===== src/rtl/adcc_defs.svh =====
// Purpose: Offsets, field positions, reset values and timing counts of the converter control block
// Assumes: Avalon-MM word addressing of 32-bit registers, register indices listed here
// Notes:   Shared by the control block and its conversion clock period generator
`ifndef ADCC_DEFS_SVH
`define ADCC_DEFS_SVH

`define ADCC_ADDR_CTRL0      4'h0
`define ADCC_ADDR_CTRL1      4'h1
`define ADCC_ADDR_RES_HIGH   4'h2
`define ADCC_ADDR_RES_LOW    4'h3
`define ADCC_ADDR_IRQ_STAT   4'h4
`define ADCC_ADDR_IRQ_MASK   4'h5

`define ADCC_BIT_ENABLE      0
`define ADCC_BIT_GO          1
`define ADCC_CHS_LSB         2
`define ADCC_CHS_MSB         6
`define ADCC_CKS_LSB         4
`define ADCC_CKS_MSB         6

`define ADCC_CKS_OSC8        3'b001
`define ADCC_CKS_OSC16       3'b101
`define ADCC_CKS_OSC32       3'b010
`define ADCC_CKS_OSC64       3'b110
`define ADCC_CKS_RC_LOW      2'b11
`define ADCC_DIV_OSC8        8
`define ADCC_DIV_OSC16       16
`define ADCC_DIV_OSC32       32
`define ADCC_DIV_OSC64       64

`define ADCC_CTRL0_WMASK     8'h7f
`define ADCC_CTRL1_WMASK     8'h70
`define ADCC_CTRL_RESET      8'h00

`define ADCC_CHS_INT_LAST    5'h0c
`define ADCC_CHS_EXT_FIRST   5'h10
`define ADCC_CHS_EXT_LAST    5'h17
`define ADCC_CHS_SMALL_LAST  5'h15

`define ADCC_CONV_TADS       4'hb
`define ADCC_ABORT_TADS      4'h2
`define ADCC_RC_DIV          8'h10
`define ADCC_TAD_CNT_W       8

`define ADCC_IRQ_DONE_BIT    0
`define ADCC_IRQ_ABORT_BIT   1

`endif


===== src/rtl/adcc_pkg.sv =====
// Purpose: Types of the converter control block
// Assumes: Nothing beyond the defines header
// Notes:   States use Gray codes along idle, convert, done, then settle
package adcc_pkg;
    typedef enum logic [1:0] {
        ADCC_IDLE    = 2'b00,
        ADCC_CONVERT = 2'b01,
        ADCC_DONE    = 2'b11,
        ADCC_SETTLE  = 2'b10
    } adcc_state_e;
endpackage


===== src/rtl/adcc_tad_gen.sv =====
// Purpose: Conversion clock period enable generator
// Assumes: i_rc_tick is already a one-cycle enable in the core domain
// Notes:   Emits one-cycle pulse per conversion clock period
`timescale 1ns/100ps
`include "adcc_defs.svh"
module adcc_tad_gen #(
    parameter int CNT_W = `ADCC_TAD_CNT_W
) (
    input  wire logic             i_core_clk,
    input  wire logic             i_rst_n,
    input  wire logic             i_run,
    input  wire logic [2:0]       i_clk_sel,
    input  wire logic             i_rc_tick,
    output logic                  o_tad_tick
);
    logic [CNT_W-1:0] cnt_reg;
    logic [CNT_W-1:0] cnt_next;
    logic [CNT_W-1:0] div_last;
    logic             tick_next;
    logic             use_rc;

    always_comb begin
        use_rc = (i_clk_sel[1:0] == `ADCC_CKS_RC_LOW);
        case (i_clk_sel)
            `ADCC_CKS_OSC8:  div_last = CNT_W'(`ADCC_DIV_OSC8 - 1);
            `ADCC_CKS_OSC16: div_last = CNT_W'(`ADCC_DIV_OSC16 - 1);
            `ADCC_CKS_OSC32: div_last = CNT_W'(`ADCC_DIV_OSC32 - 1);
            `ADCC_CKS_OSC64: div_last = CNT_W'(`ADCC_DIV_OSC64 - 1);
            default: div_last = '0;
        endcase
        cnt_next  = cnt_reg;
        tick_next = 1'b0;
        if (!i_run) begin
            cnt_next = '0;
        end else if (use_rc) begin
            tick_next = i_rc_tick;
        end else if (div_last != '0) begin
            if (cnt_reg >= div_last) begin
                cnt_next  = '0;
                tick_next = 1'b1;
            end else begin
                cnt_next = cnt_reg + CNT_W'(1);
            end
        end
    end

    always_ff @(posedge i_core_clk or negedge i_rst_n) begin
        if (!i_rst_n) begin
            cnt_reg    <= '0;
            o_tad_tick <= 1'b0;
        end else begin
            cnt_reg    <= cnt_next;
            o_tad_tick <= tick_next;
        end
    end
endmodule


===== src/rtl/adcc_top.sv =====
// What this block does
// Channel codes 00-0C internal, 10-17 external pins
// Writing go starts; hardware clears it when done
// Enable clear keeps converter off, no current
// Clock select picks osc divide or RC
// RC option divides internal oscillator by sixteen
// Top two result bits in high register
// Low eight result bits in low register
// Unimplemented control bits read zero, ignore writes
// Control fields reset to zero
// Codes 10110, 10111 unimplemented on small package
// Software waits acquisition time before starting
// Hold capacitor never discharged between conversions
// Conversion lasts eleven conversion clock periods
// Completion clears go, flags, loads result
// Abort keeps result; two-period delay follows
// Done flag always set; only software clears
// Start while disabled is ignored, reads zero
//
// Purpose: Converter control and result registers behind an Avalon-MM slave
// Assumes: Analog front end returns i_sar_result when o_sar_sample is released
// Notes:   Registers answer with waitrequest low one cycle after the request
//
// Added by the designer: the Avalon-MM interface to the registers and the placing of the registers.
`timescale 1ns/100ps
`include "adcc_defs.svh"
module adcc_top #(
    parameter bit SMALL_PACKAGE = 1'b0,
    parameter int RES_W         = 10
) (
    input  wire logic             i_core_clk,
    input  wire logic             i_resetn,
    input  wire logic [3:0]       i_avs_address,
    input  wire logic             i_avs_read,
    input  wire logic             i_avs_write,
    input  wire logic [31:0]      i_avs_writedata,
    input  wire logic [3:0]       i_avs_byteenable,
    output logic [31:0]           o_avs_readdata,
    output logic                  o_avs_waitrequest,
    input  wire logic             i_rc_osc,
    input  wire logic [RES_W-1:0] i_sar_result,
    output logic                  o_analog_power,
    output logic                  o_chan_valid,
    output logic [4:0]            o_chan_route,
    output logic                  o_sar_sample,
    output logic                  o_irq
);
    ////////////////////////////////////////////////////////////////////////////
    // Reset release through two flops
    logic rst_s1_reg;
    logic rst_n;
    always_ff @(posedge i_core_clk or negedge i_resetn) begin
        if (!i_resetn) begin
            rst_s1_reg <= 1'b0;
            rst_n      <= 1'b0;
        end else begin
            rst_s1_reg <= 1'b1;
            rst_n      <= rst_s1_reg;
        end
    end

    ////////////////////////////////////////////////////////////////////////////
    // RC oscillator pin sync and divide by sixteen
    logic       rc_s1_reg;
    logic       rc_s2_reg;
    logic       rc_s3_reg;
    logic [7:0] rc_cnt_reg;
    logic [7:0] rc_cnt_next;
    logic       rc_tick;
    always_comb begin
        rc_tick     = 1'b0;
        rc_cnt_next = rc_cnt_reg;
        if (rc_s2_reg && !rc_s3_reg) begin
            if (rc_cnt_reg == `ADCC_RC_DIV - 8'h01) begin
                rc_cnt_next = 8'h00;
                rc_tick     = 1'b1;
            end else begin
                rc_cnt_next = rc_cnt_reg + 8'h01;
            end
        end
    end
    always_ff @(posedge i_core_clk or negedge rst_n) begin
        if (!rst_n) begin
            rc_s1_reg  <= 1'b0;
            rc_s2_reg  <= 1'b0;
            rc_s3_reg  <= 1'b0;
            rc_cnt_reg <= 8'h00;
        end else begin
            rc_s1_reg  <= i_rc_osc;
            rc_s2_reg  <= rc_s1_reg;
            rc_s3_reg  <= rc_s2_reg;
            rc_cnt_reg <= rc_cnt_next;
        end
    end

    ////////////////////////////////////////////////////////////////////////////
    // Register state
    logic [4:0]       chs_reg;
    logic [4:0]       chs_next;
    logic             en_reg;
    logic             en_next;
    logic             go_reg;
    logic             go_next;
    logic [2:0]       cks_reg;
    logic [2:0]       cks_next;
    logic [RES_W-1:0] res_reg;
    logic [RES_W-1:0] res_next;
    logic [1:0]       ist_reg;
    logic [1:0]       ist_next;
    logic [1:0]       imask_reg;
    logic [1:0]       imask_next;
    logic [31:0]      rdata_next;
    logic             wait_next;
    logic             irq_next;
    logic             sample_next;
    logic             chan_ok;
    adcc_pkg::adcc_state_e state_reg;
    adcc_pkg::adcc_state_e state_next;
    logic [3:0]       tad_cnt_reg;
    logic [3:0]       tad_cnt_next;
    logic             tad_tick;
    logic             busy_req;
    logic             wr_acc;
    logic             rd_acc;
    logic [7:0]       wb;

    // Conversion clock period ticks
    adcc_tad_gen #(
        .CNT_W(`ADCC_TAD_CNT_W)
    ) u_tad (
        .i_core_clk(i_core_clk),
        .i_rst_n   (rst_n),
        .i_run     (busy_req),
        .i_clk_sel (cks_reg),
        .i_rc_tick (rc_tick),
        .o_tad_tick(tad_tick)
    );

    ////////////////////////////////////////////////////////////////////////////
    // Bus decode and channel check
    always_comb begin
        busy_req = (state_reg != adcc_pkg::ADCC_IDLE);
        wr_acc   = i_avs_write && o_avs_waitrequest && !i_avs_read;
        rd_acc   = i_avs_read && o_avs_waitrequest;
        wb       = i_avs_byteenable[0] ? i_avs_writedata[7:0] : 8'h00;
        chan_ok  = (chs_reg <= `ADCC_CHS_INT_LAST) ||
                   ((chs_reg >= `ADCC_CHS_EXT_FIRST) &&
                    (chs_reg <= (SMALL_PACKAGE ? `ADCC_CHS_SMALL_LAST
                                               : `ADCC_CHS_EXT_LAST)));
    end

    // Control, sequencer and status next values
    always_comb begin
        chs_next     = chs_reg;
        en_next      = en_reg;
        go_next      = go_reg;
        cks_next     = cks_reg;
        res_next     = res_reg;
        ist_next     = ist_reg;
        imask_next   = imask_reg;
        state_next   = state_reg;
        tad_cnt_next = tad_cnt_reg;
        sample_next  = 1'b0;
        if (wr_acc && i_avs_byteenable[0]) begin
            case (i_avs_address)
                `ADCC_ADDR_CTRL0: begin
                    chs_next = wb[`ADCC_CHS_MSB:`ADCC_CHS_LSB];
                    en_next  = wb[`ADCC_BIT_ENABLE];
                    if (!wb[`ADCC_BIT_ENABLE]) begin
                        go_next = 1'b0;
                    end else if (wb[`ADCC_BIT_GO] && en_reg &&
                                 state_reg == adcc_pkg::ADCC_IDLE) begin
                        go_next = 1'b1;
                    end else if (!wb[`ADCC_BIT_GO]) begin
                        go_next = 1'b0;
                    end
                end
                `ADCC_ADDR_CTRL1: cks_next = wb[`ADCC_CKS_MSB:`ADCC_CKS_LSB];
                `ADCC_ADDR_IRQ_MASK: imask_next = wb[1:0];
                default: ;
            endcase
        end
        // Clear first; a later hardware set wins
        if (wr_acc && i_avs_byteenable[0] && i_avs_address == `ADCC_ADDR_IRQ_STAT) begin
            ist_next = ist_reg & ~wb[1:0];
        end
        case (state_reg)
            adcc_pkg::ADCC_IDLE: begin
                tad_cnt_next = 4'h0;
                if (go_reg && en_reg) begin
                    state_next = adcc_pkg::ADCC_CONVERT;
                end
            end
            adcc_pkg::ADCC_CONVERT: begin
                if (!go_reg || !en_reg) begin
                    state_next   = adcc_pkg::ADCC_SETTLE;
                    tad_cnt_next = 4'h0;
                    ist_next[`ADCC_IRQ_ABORT_BIT] = 1'b1;
                end else if (tad_tick) begin
                    if (tad_cnt_reg == `ADCC_CONV_TADS - 4'h1) begin
                        state_next = adcc_pkg::ADCC_DONE;
                    end else begin
                        tad_cnt_next = tad_cnt_reg + 4'h1;
                    end
                end
            end
            adcc_pkg::ADCC_DONE: begin
                go_next                      = 1'b0;
                ist_next[`ADCC_IRQ_DONE_BIT] = 1'b1;
                res_next                     = chan_ok ? i_sar_result : '0;
                state_next                   = adcc_pkg::ADCC_IDLE;
            end
            adcc_pkg::ADCC_SETTLE: begin
                if (tad_tick) begin
                    if (tad_cnt_reg == `ADCC_ABORT_TADS - 4'h1) begin
                        state_next = adcc_pkg::ADCC_IDLE;
                    end else begin
                        tad_cnt_next = tad_cnt_reg + 4'h1;
                    end
                end
            end
            default: state_next = adcc_pkg::ADCC_IDLE;
        endcase
        // Sample only while a conversion is live
        sample_next = (state_next == adcc_pkg::ADCC_CONVERT) && en_next;
    end

    // Bus answer next values
    always_comb begin
        wait_next  = 1'b1;
        rdata_next = o_avs_readdata;
        irq_next   = |(ist_next & imask_next);
        if (rd_acc || wr_acc) begin
            wait_next = 1'b0;
        end
        if (rd_acc) begin
            case (i_avs_address)
                `ADCC_ADDR_CTRL0:    rdata_next = {25'h0, chs_reg, go_reg, en_reg};
                `ADCC_ADDR_CTRL1:    rdata_next = {25'h0, cks_reg, 4'h0};
                `ADCC_ADDR_RES_HIGH: rdata_next = {30'h0, res_reg[RES_W-1:8]};
                `ADCC_ADDR_RES_LOW:  rdata_next = {24'h0, res_reg[7:0]};
                `ADCC_ADDR_IRQ_STAT: rdata_next = {30'h0, ist_reg};
                `ADCC_ADDR_IRQ_MASK: rdata_next = {30'h0, imask_reg};
                default:             rdata_next = 32'h0;
            endcase
        end
    end

    ////////////////////////////////////////////////////////////////////////////
    // Control and status registers
    always_ff @(posedge i_core_clk or negedge rst_n) begin
        if (!rst_n) begin
            chs_reg           <= 5'h00;
            en_reg            <= 1'b0;
            go_reg            <= 1'b0;
            cks_reg           <= 3'h0;
            res_reg           <= '0;
            ist_reg           <= 2'h0;
            imask_reg         <= 2'h0;
        end else begin
            chs_reg           <= chs_next;
            en_reg            <= en_next;
            go_reg            <= go_next;
            cks_reg           <= cks_next;
            res_reg           <= res_next;
            ist_reg           <= ist_next;
            imask_reg         <= imask_next;
        end
    end

    ////////////////////////////////////////////////////////////////////////////
    // Conversion sequencer
    always_ff @(posedge i_core_clk or negedge rst_n) begin
        if (!rst_n) begin
            state_reg         <= adcc_pkg::ADCC_IDLE;
            tad_cnt_reg       <= 4'h0;
        end else begin
            state_reg         <= state_next;
            tad_cnt_reg       <= tad_cnt_next;
        end
    end

    ////////////////////////////////////////////////////////////////////////////
    // Bus answer and pin outputs
    always_ff @(posedge i_core_clk or negedge rst_n) begin
        if (!rst_n) begin
            o_avs_readdata    <= 32'h0;
            o_avs_waitrequest <= 1'b1;
            o_irq             <= 1'b0;
            o_analog_power    <= 1'b0;
            o_chan_valid      <= 1'b0;
            o_chan_route      <= 5'h00;
            o_sar_sample      <= 1'b0;
        end else begin
            o_avs_readdata    <= rdata_next;
            o_avs_waitrequest <= wait_next;
            o_irq             <= irq_next;
            o_analog_power    <= en_next;
            o_chan_valid      <= en_next;
            o_chan_route      <= chs_next;
            o_sar_sample      <= sample_next;
        end
    end
endmodule


===== config.mk =====
export PLATFORM = sky130hd
export DESIGN_NAME = adcc_top
export DESIGN_NICKNAME = d
export VERILOG_FILES = /design/src/rtl/adcc_pkg.sv /design/src/rtl/adcc_tad_gen.sv /design/src/rtl/adcc_top.sv
export VERILOG_INCLUDE_DIRS = /design/src /design/src/rtl
export SDC_FILE = /design/constraint.sdc
export NUM_CORES = 1
export LEC_CHECK = 0
export CAP_MARGIN = 20
export CORE_MARGIN = 3
export CORE_UTILIZATION = 50
export DETAILED_ROUTE_END_ITERATION = 10
export DONT_BUFFER_PORTS = 1
export MAX_ROUTING_LAYER = met4
export PLACE_DENSITY = 0.76
export SKIP_CTS_REPAIR_TIMING = 1
export SKIP_LAST_GASP = 1
export SLEW_MARGIN = 20
export SYNTH_ARGS = -nofsm -noshare
export SYNTH_HDL_FRONTEND = slang
export SYNTH_SLANG_ARGS = --single-unit

===== constraint.sdc =====
create_clock -name i_core_clk -period 3.97 [get_ports i_core_clk]
set_input_delay 0.1985 -clock i_core_clk [delete_from_list [all_inputs] [get_ports i_core_clk]]
set_output_delay 0.1985 -clock i_core_clk [all_outputs]
set_load 0.005 [all_outputs]

; ---- Word level (Yosys, flattened, before mapping)
; Cells that the tools add are included.
[word_totals]
out_inout_bits = 42
register_bits = 87
[op_classes]
n_addsub = 3
n_lt_le_gt_ge = 4
mux = 43
n_bitwise = 3
eq_ne = 24
n_reduce_logical = 31
[op_table]
columns = operator, count
row1 = 8-bit one-hot mux with 6 select lines, 1
row2 = 8-bit two-way mux, 5
row3 = 6-bit one-hot mux with 4 select lines, 1
row4 = 4-bit two-way mux, 5
row5 = 1-bit two-way mux, 18
row6 = 2-bit two-way mux, 9
row7 = 8-bit by 1-bit adder with 8-bit output (second input constant), 2
row8 = 4-bit one-hot mux with 3 select lines, 1
row9 = 1-bit logical AND, 11
row10 = 10-bit two-way mux, 1
row11 = 4-bit by 1-bit == test with 1-bit output (second input constant), 2
row12 = 4-bit by 2-bit == test with 1-bit output (second input constant), 2
row13 = 4-bit by 3-bit == test with 1-bit output (second input constant), 2
row14 = 8-bit by 4-bit == test with 1-bit output (second input constant), 1
row15 = 8-bit by 6-bit greater-or-equal comparator with 1-bit output, 1
row16 = 2-bit one-hot mux with 4 select lines, 1
row17 = 8-bit nonzero test, 1
row18 = 7-bit two-way mux, 1
row19 = 2-bit == test (second input constant), 3
row20 = 3-bit == test (second input constant), 2
row21 = 2-bit != test (second input constant), 3
row22 = 2-bit AND reduction, 3
row23 = 2-bit nonzero test, 3
row24 = 5-bit greater-or-equal comparator (second input constant), 1
row25 = 21 further kinds, 28

; ---- Logic depth before layout (Yosys ltp)
; Gate-level depths: netlist of run 1.
[logic_depth]
word_depth = 9
depth_mapped = 8
ltp_nobuf = 8

; ---- By module
; Synthesis of run 1 repeated with hierarchy kept, for this count alone.
[unflattened]
hier_cells = 313
hier_area_um2 = 3383.2
[modules_own_cells]
columns = mod, n_inst, cells_per_inst, area_per_inst_um2
row1 = adcc_top, 1, 252, 2761.4
row2 = adcc_tad_gen, 1, 61, 621.8

; ---- Least setup slack after synthesis of run 1
; OpenSTA, ideal clock, no wires.
[synth_timing]
kind = register to register
from = register cks_reg[0]
to = register u_tad.cnt_reg[2]
path_slack_ns = 1.853
required_time_ns = 3.898
period_less_slack_ns = 2.117
t_arrival_ns = 2.045
path_stages_with_launch = 8
cell_sequence = dfrtp_1 inv_1 ha_1 ha_1 a211o_1 a21o_1 a221o_1 nor2_1
[synth_via]
elab_chain_cells = 7
elab_cells_between_ends = 15
cone_classes = order compare: 1 / eq/ne: 7 / mux: 5 / reduce/logical: 2
[synth_lines]
columns = item, line_no
row1 = start: declaration, adcc_top.sv:104  ; logic [2:0] cks_reg;
row2 = start signal: assignment, adcc_top.sv:264  ; cks_reg <= cks_next;
row3 = 3-bit == test (tied with other cells), adcc_tad_gen.sv:24  ; case (i_clk_sel)
row4 = 6-bit one-hot mux with 4 select lines, adcc_tad_gen.sv:24
row5 = 8-bit by 6-bit greater-or-equal comparator with 1-bit output, adcc_tad_gen.sv:38  ; if (cnt_reg >= div_last) begin
row6 = 8-bit two-way mux, adcc_tad_gen.sv:38
row7 = 8-bit two-way mux, adcc_tad_gen.sv:37  ; end else if (div_last != '0) begin
row8 = 8-bit two-way mux, adcc_tad_gen.sv:35  ; end else if (use_rc) begin
row9 = 8-bit two-way mux, adcc_tad_gen.sv:33  ; if (!i_run) begin
row10 = end signal: assignment, adcc_tad_gen.sv:52  ; cnt_reg <= cnt_next;
row11 = end: declaration, adcc_tad_gen.sv:16  ; logic [CNT_W-1:0] cnt_reg;
; Parallel ways exist; a longest one is shown, timed or not. The select of a mux whose other input is x is not followed.
; A chain may end at the register's enable or synchronous reset.

; ---- Worst setup path in the final report of run 1
[layout_timing]
from = register cks_reg[0]
to = register u_tad.cnt_reg[7]
; The elaborated chain is that of the path after synthesis.

==> results of run 1 <==
critical path, delay by kind of cell, from the launching register on:
family	cells	cell delay [ns]
DFF	1	0.42
and+or+nand+nor	1	0.14
buffers and inverters	1	0.09
AOI/OAI and AO/OA	3	0.90
adders and majority gates	2	0.71
cells in the mapped netlist (2+ instances only):
library cell / count / area, sq um
a211o_1: 2 / 17.52
a211oi_1: 4 / 30.03
a21o_1: 3 / 22.52
a21oi_1: 10 / 50.05
a221o_1: 2 / 20.02
a221oi_1: 3 / 26.28
a22o_1: 13 / 113.9
a22oi_1: 2 / 15.01
a31oi_1: 4 / 25.02
and2_1: 2 / 12.51
and3_1: 3 / 18.77
and4b_1: 2 / 20.02
buf_4: 25 / 187.7
buf_6: 2 / 22.52
clkbuf_1: 4 / 15.01
conb_1: 2 / 7.510
dfrtp_1: 62 / 1551
ha_1: 17 / 212.7
inv_1: 11 / 41.29
mux2_2: 14 / 157.7
mux2i_1: 6 / 60.06
nand2_1: 25 / 93.84
nand2b_1: 3 / 18.77
nand3_1: 11 / 55.05
nand4_1: 5 / 31.28
nor2_1: 19 / 71.32
nor2b_1: 3 / 18.77
nor3_1: 5 / 25.02
nor3b_1: 2 / 15.01
nor4_1: 2 / 12.51
o21ai_0: 17 / 85.08
o21ai_1: 3 / 15.01
xnor2_1: 6 / 52.55
xor2_1: 3 / 26.28
report_power, final:
part	total, uW	internal [uW]	switching, uW
Clock	569	310	259
Combinational	154	78.0	76.1
Sequential	742	691	50.8
final cells by class:
type / instances / area [sq um] / area share [%]
clock inverter: 6 / 68.82 / 1.857
inverter: 11 / 41.29 / 1.114
clock buffer: 10 / 137.6 / 3.715
tap: 77 / 96.34 / 2.600
multi-input combinational: 232 / 1564 / 42.22
sequential: 63 / 1579 / 42.62
timing repair buffer: 22 / 217.7 / 5.876
cells by family after synthesis:
logic type	after synthesis	synth area share (%)
other	2	0.2257
flip-flops	63	47.42
buffers and inverters	43	8.161
multiplexers	21	6.995
AND/OR/NAND/NOR	89	13.61
AO/OA/AOI/OAI	71	14.82
adder cells (fa/ha/maj)	17	6.393
XOR/XNOR	9	2.369
final timing paths:
path | from | endpoint | slack, ns | cells after the start
hold reg to reg | rst_n$_DFF_PN0_ | res_reg[3]$_DFFE_PN0P_ | 0.28 | 0
min in group asynchronous | i_resetn | rst_s1_reg$_DFF_PN0_ | 0.09 | 1
setup reg to reg | cks_reg[0]$_DFFE_PN0P_ | u_tad.cnt_reg[7]$_DFFE_PN0P_ | 1.63 | 7
max in group asynchronous | rst_n$_DFF_PN0_ | o_avs_waitrequest$_DFF_PN1_ | 2.80 | 1
setup / recovery | cks_reg[0]$_DFFE_PN0P_ | u_tad.cnt_reg[7]$_DFFE_PN0P_ | 1.63 | 7
hold / removal | i_avs_writedata[4] | cks_reg[0]$_DFFE_PN0P_ | 0.01 | 1
per-layer routing:
layer | track usage (%) | part of all wire (%)
met1 | 23.19 | 43
met2 | 26.92 | 49
met3 | 7.056 | 5.7
met4 | 5.021 | 1.8
met5 | - | 0
per-stage QoR:
stage               util (%)  power [uW]  cell area [sq um]  hold slack, ns
finish                 58.01        1464               3705         0.01187
global route           58.01        1537               3705        0.007228
CTS                    54.72        1457               3495         -0.4668
detailed placement     51.49       887.4               3288        -0.09702
global placement       51.49       881.1               3288        -0.09702
floorplan                  -       874.3               3413        -0.09709
==> flow_summary_export.csv, run 1 <==
group,metric,value,unit
floorplanning,die_h,87.57,microns
placed_design,dp_cells,384,
worst_setup_path,path_cells,"inv_1, ha_1, ha_1, a211o_1, a21o_1, a221o_1, nor2_1",
global_route,grt_max_degree,35,
clock_network,cts_buffer_depth,2,
final_layout,layout_common_cells,"dfrtp_1 (61), nand2_1 (25), conb_1 (25)",
timing,maxSlewHeadroom,37.64,%
logic_synthesis,async_reset_ff_share,100.0,%
logic_synthesis,synth_warnings,0,
worst_setup_path,startpoint_type,"flip-flop",
worst_setup_path,critical-path-slowest-cell,"dfrtp_1",
timing,hold_viol,0,
final_layout,antennaDiodeCount,0,
clock_network,cts_tree,"built",
pwr,power.leakage,0.001694,uW
timing,max_freq,428.3,MHz
detailed_routing,num_vias,2384,
timing,finalMaxSlewViolations,0,
final_layout,finalNonFillerCells,421,
worst_setup_path,arrival,2.60,ns
pwr,power-per-cell-area,395.3,nW/um^2
final_layout,final_common_cell,"dfrtp_1",
global_route,track_usage,18.13,%
logic_synthesis,syn_area,3327,sq um
final_layout,final.fill_count,540,
detailed_routing,drt-vias-per-instance,5.663,
global_route,antenna_found_initial,0,
worst_setup_path,end_kind,"flip-flop",
logic_synthesis,avgSynthCellArea,10.56,sq um
detailed_routing,drtIter0Drc,239,
logic_synthesis,synthFlopType,"dfrtp_1",
logic_synthesis,yosysSeqAreaShare,47.42,%
worst_setup_path,worst-setup-path-type,"reg2reg",
logic_synthesis,syn_inst,315,
timing,rsz0062_at_grt,"no",
timing,tns,0,ns
min_path,hp-class,"in2reg",
worst_setup_path,crit_required,4.23,ns
detailed_routing,drc,0,
timing,min_period,2.335,ns
final_layout,largest_reg_flops,10,
timing,setup_viol,0,
clock_network,h-tree-depth,3,
final_layout,drive_gt1_share,10.76,%
final_layout,syn_to_final_growth,11.36,%
floorplanning,initial_utilization,52.10,%
placed_design,dp_hpwl,4.686,mm
floorplanning,ioPinCount,97,
detailed_routing,drt-total-wl,6.762,mm
global_route,grt_pass1_wl,10.27,mm
flow_run,timing.max_cap.violations,0,
detailed_routing,routedWlPerCell,16.06,microns
logic_synthesis,synth-edff-count,0,
clock_network,cts.root.buffer_cell,"clkbuf_8",
floorplanning,die_area,7669,sq um
placed_design,gp_congestion,0.8221,
floorplanning,core_region_area,6386,sq um
timing,final.period_utilization,58.82,%
run_status,outcome,"finished, final reports clean",
clock_network,clock_sinks,63,
logic_synthesis,ys_types,52,
final_layout,fin_nets,411,
pwr,ir_drop,0.0003641,V
global_route,grt_pass1_vias,2136,
clock_network,cts_buffers,9,
worst_setup_path,slowest_delay,0.42,ns
logic_synthesis,ys_seq_elements,63,
placed_design,io_buffers,0,
clock_network,clock_latency,0.34,ns
timing,setup_ws,1.635,ns
detailed_routing,firstDrtPassIters,4,
worst_setup_path,path_common_cell,"ha_1",
timing,tightest_slew,0.9354,ns
floorplanning,die-width,87.57,microns
timing,fin_worst_skew,0.01173,ns
clock_network,path_clk_slew,0.07,ns
global_route,gr-total-overflow,0,
detailed_routing,drtAntennaViolNets,0,
floorplanning,row_count,29,
placed_design,pre_cts_slack,1.641,ns
worst_setup_path,cp_max_fo,8,
Power figures use the tool's default switching activity.
==> run 2: changes to the inputs <==
clock period = 2.4 ns   (was 3.97 ns; I/O delays follow)
==> flow_summary_export.csv, run 2 (synthesis results as in run 1) <==
group,metric,value,unit
run_status,outcome,"finished, final reports clean",
timing,finalMaxSlewViolations,0,
clock_network,clock_sinks,63,
final_layout,finalNonFillerCells,432,
timing,maxSlewHeadroom,48.97,%
worst_setup_path,crit_required,2.67,ns
timing,fin_worst_skew,0.01219,ns
worst_setup_path,cp_max_fo,6,
global_route,grt_pass1_wl,10.63,mm
final_layout,final_cell_area,3815,sq um
worst_setup_path,worst-setup-path-type,"reg2reg",
final_layout,largest_reg_flops,10,
pwr,power,2524,uW
worst_setup_path,end_kind,"flip-flop",
pwr,power-per-cell-area,661.7,nW/um^2
worst_setup_path,arrival,2.45,ns
pwr,ir_drop,0.0004955,V
detailed_routing,drtAntennaViolNets,0,
detailed_routing,highest_layer,"met4",
final_layout,drive_gt1_share,12.11,%
clock_network,clock_latency,0.35,ns
floorplanning,die_h,87.57,microns
min_path,hp-class,"in2reg",
detailed_routing,wl_met2,3.449,mm
clock_network,path_clk_slew,0.08,ns
final_layout,final_common_cell,"dfrtp_1",
placed_design,dp_hpwl,4.865,mm
placed_design,io_buffers,0,
min_path,min_to,"o_avs_readdata[4]$_DFFE_PN0P_",
global_route,track_usage,18.66,%
global_route,grt_max_degree,36,
clock_network,cts_buffers,9,
worst_setup_path,r2r_slack,0.22,ns
worst_setup_path,r2r-start,"cks_reg[1]$_DFFE_PN0P_",
floorplanning,core_region_area,6386,sq um
detailed_routing,drt-total-wl,7.066,mm
floorplanning,row_count,29,
timing,rsz0062_at_grt,"no",
timing,max_freq,459.2,MHz
worst_setup_path,crit_start,"cks_reg[1]$_DFFE_PN0P_",
clock_network,cts_tree,"built",
floorplanning,initial_utilization,52.10,%
floorplanning,die_area,7669,sq um
final_layout,fin_util,59.74,%
global_route,grt_pass1_vias,2262,
global_route,gr-total-overflow,0,
timing,min_period,2.178,ns
detailed_routing,num_vias,2473,
final_layout,layout_common_cells,"dfrtp_1 (61), dlygate4sd3_1 (26), nand2_1 (25), conb_1 (25), nor2_1 (19)",
flow_run,timing.max_cap.violations,0,
detailed_routing,routedWlPerCell,16.36,microns
clock_network,h-tree-depth,3,
detailed_routing,firstDrtPassIters,4,
timing,setup_viol,0,
min_path,holdCritStartpoint,"i_avs_address[1]",
worst_setup_path,startpoint_type,"flip-flop",
min_path,whs_path_depth,3,
final_layout,fin_nets,422,
pwr,power.leakage,0.001747,uW
floorplanning,die-width,87.57,microns
timing,tightest_slew,0.7655,ns
timing,final.period_utilization,90.73,%
clock_network,cts.root.buffer_cell,"clkbuf_8",
detailed_routing,drtIter0Drc,149,
worst_setup_path,reg2reg_depth,6,
final_layout,syn_to_final_growth,14.67,%
worst_setup_path,rr_endpoint,"u_tad.cnt_reg[2]$_DFFE_PN0P_",
detailed_routing,drt-vias-per-instance,5.725,
detailed_routing,drc,0,
detailed_routing,routed-wl-met3,437,microns
timing,hold_viol,0,
floorplanning,ioPinCount,97,
placed_design,dp_cells,390,
placed_design,placed_cell_area,3333,sq um
final_layout,antennaDiodeCount,0,
timing,tns,0,ns
clock_network,cts_buffer_depth,2,
placed_design,gp_congestion,0.8741,
global_route,antenna_found_initial,0,
detailed_routing,wl_met1,3.081,mm
run 2: changes by cell type in the layout (fill, tap and decap cells not counted), sizes merged:
cell,before,now
buf,1,7
dlygate4sd3,21,26
bufinv,1,2
clkbuf,10,9
clkinvlp,1,2
inv,12,11
run 2: area by class of cell:
cell class / count / area, sq um
Fill cell: 511 / 2571
Multi-Input combinational cell: 232 / 1564
Clock inverter: 7 / 97.59
Timing Repair Buffer: 33 / 312.8
Sequential cell: 63 / 1579
Clock buffer: 9 / 123.9
Inverter: 11 / 41.29
Tap cell: 77 / 96.34
run 2: where the power goes:
group | internal, uW | total, uW | switching, uW
clock | 585 | 1020 | 432
sequential | 1140 | 1230 | 86.8
combinational | 142 | 277 | 135
total | 1870 | 2520 | 654
run 2: per-stage QoR:
stage	setup WS [ns]	hold WS [ns]
global route	0.1115	0.02031
finish	0.2225	0.006673
CTS	0.2246	-0.5534
floorplan	0.2835	-0.1756
detailed placement	0.2356	-0.1755
global placement	0.2913	-0.1755
run 2: worst max path at each step:
| stage | endpoint | cells past startpoint |
|---|---|---|
| 2_1_floorplan | u_tad.cnt_reg[2]$_DFFE_PN0P_ | 7 |
| 3_3_place_gp | u_tad.cnt_reg[5]$_DFFE_PN0P_ | 6 |
| 3_5_place_dp | u_tad.cnt_reg[2]$_DFFE_PN0P_ | 6 |
| 4_1_cts | u_tad.cnt_reg[2]$_DFFE_PN0P_ | 6 |
| 5_1_grt | u_tad.cnt_reg[7]$_DFFE_PN0P_ | 6 |
| 6_report | u_tad.cnt_reg[2]$_DFFE_PN0P_ | 6 |
run 2: critical path: stages (launching register included):
cell,delay [ns]
dfrtp_1,0.44
ha_1,0.34
ha_1,0.30
a211o_1,0.29
a21o_1,0.20
a221o_1,0.41
nor2_1,0.13
run 2: layer usage:
layer | global-route usage (%) | vias up
li1 | - | 1156
met1 | 22.68 | 1205
met2 | 28.56 | 99
met3 | 6.585 | 13
met4 | 7.113 | 0
met5 | - | -
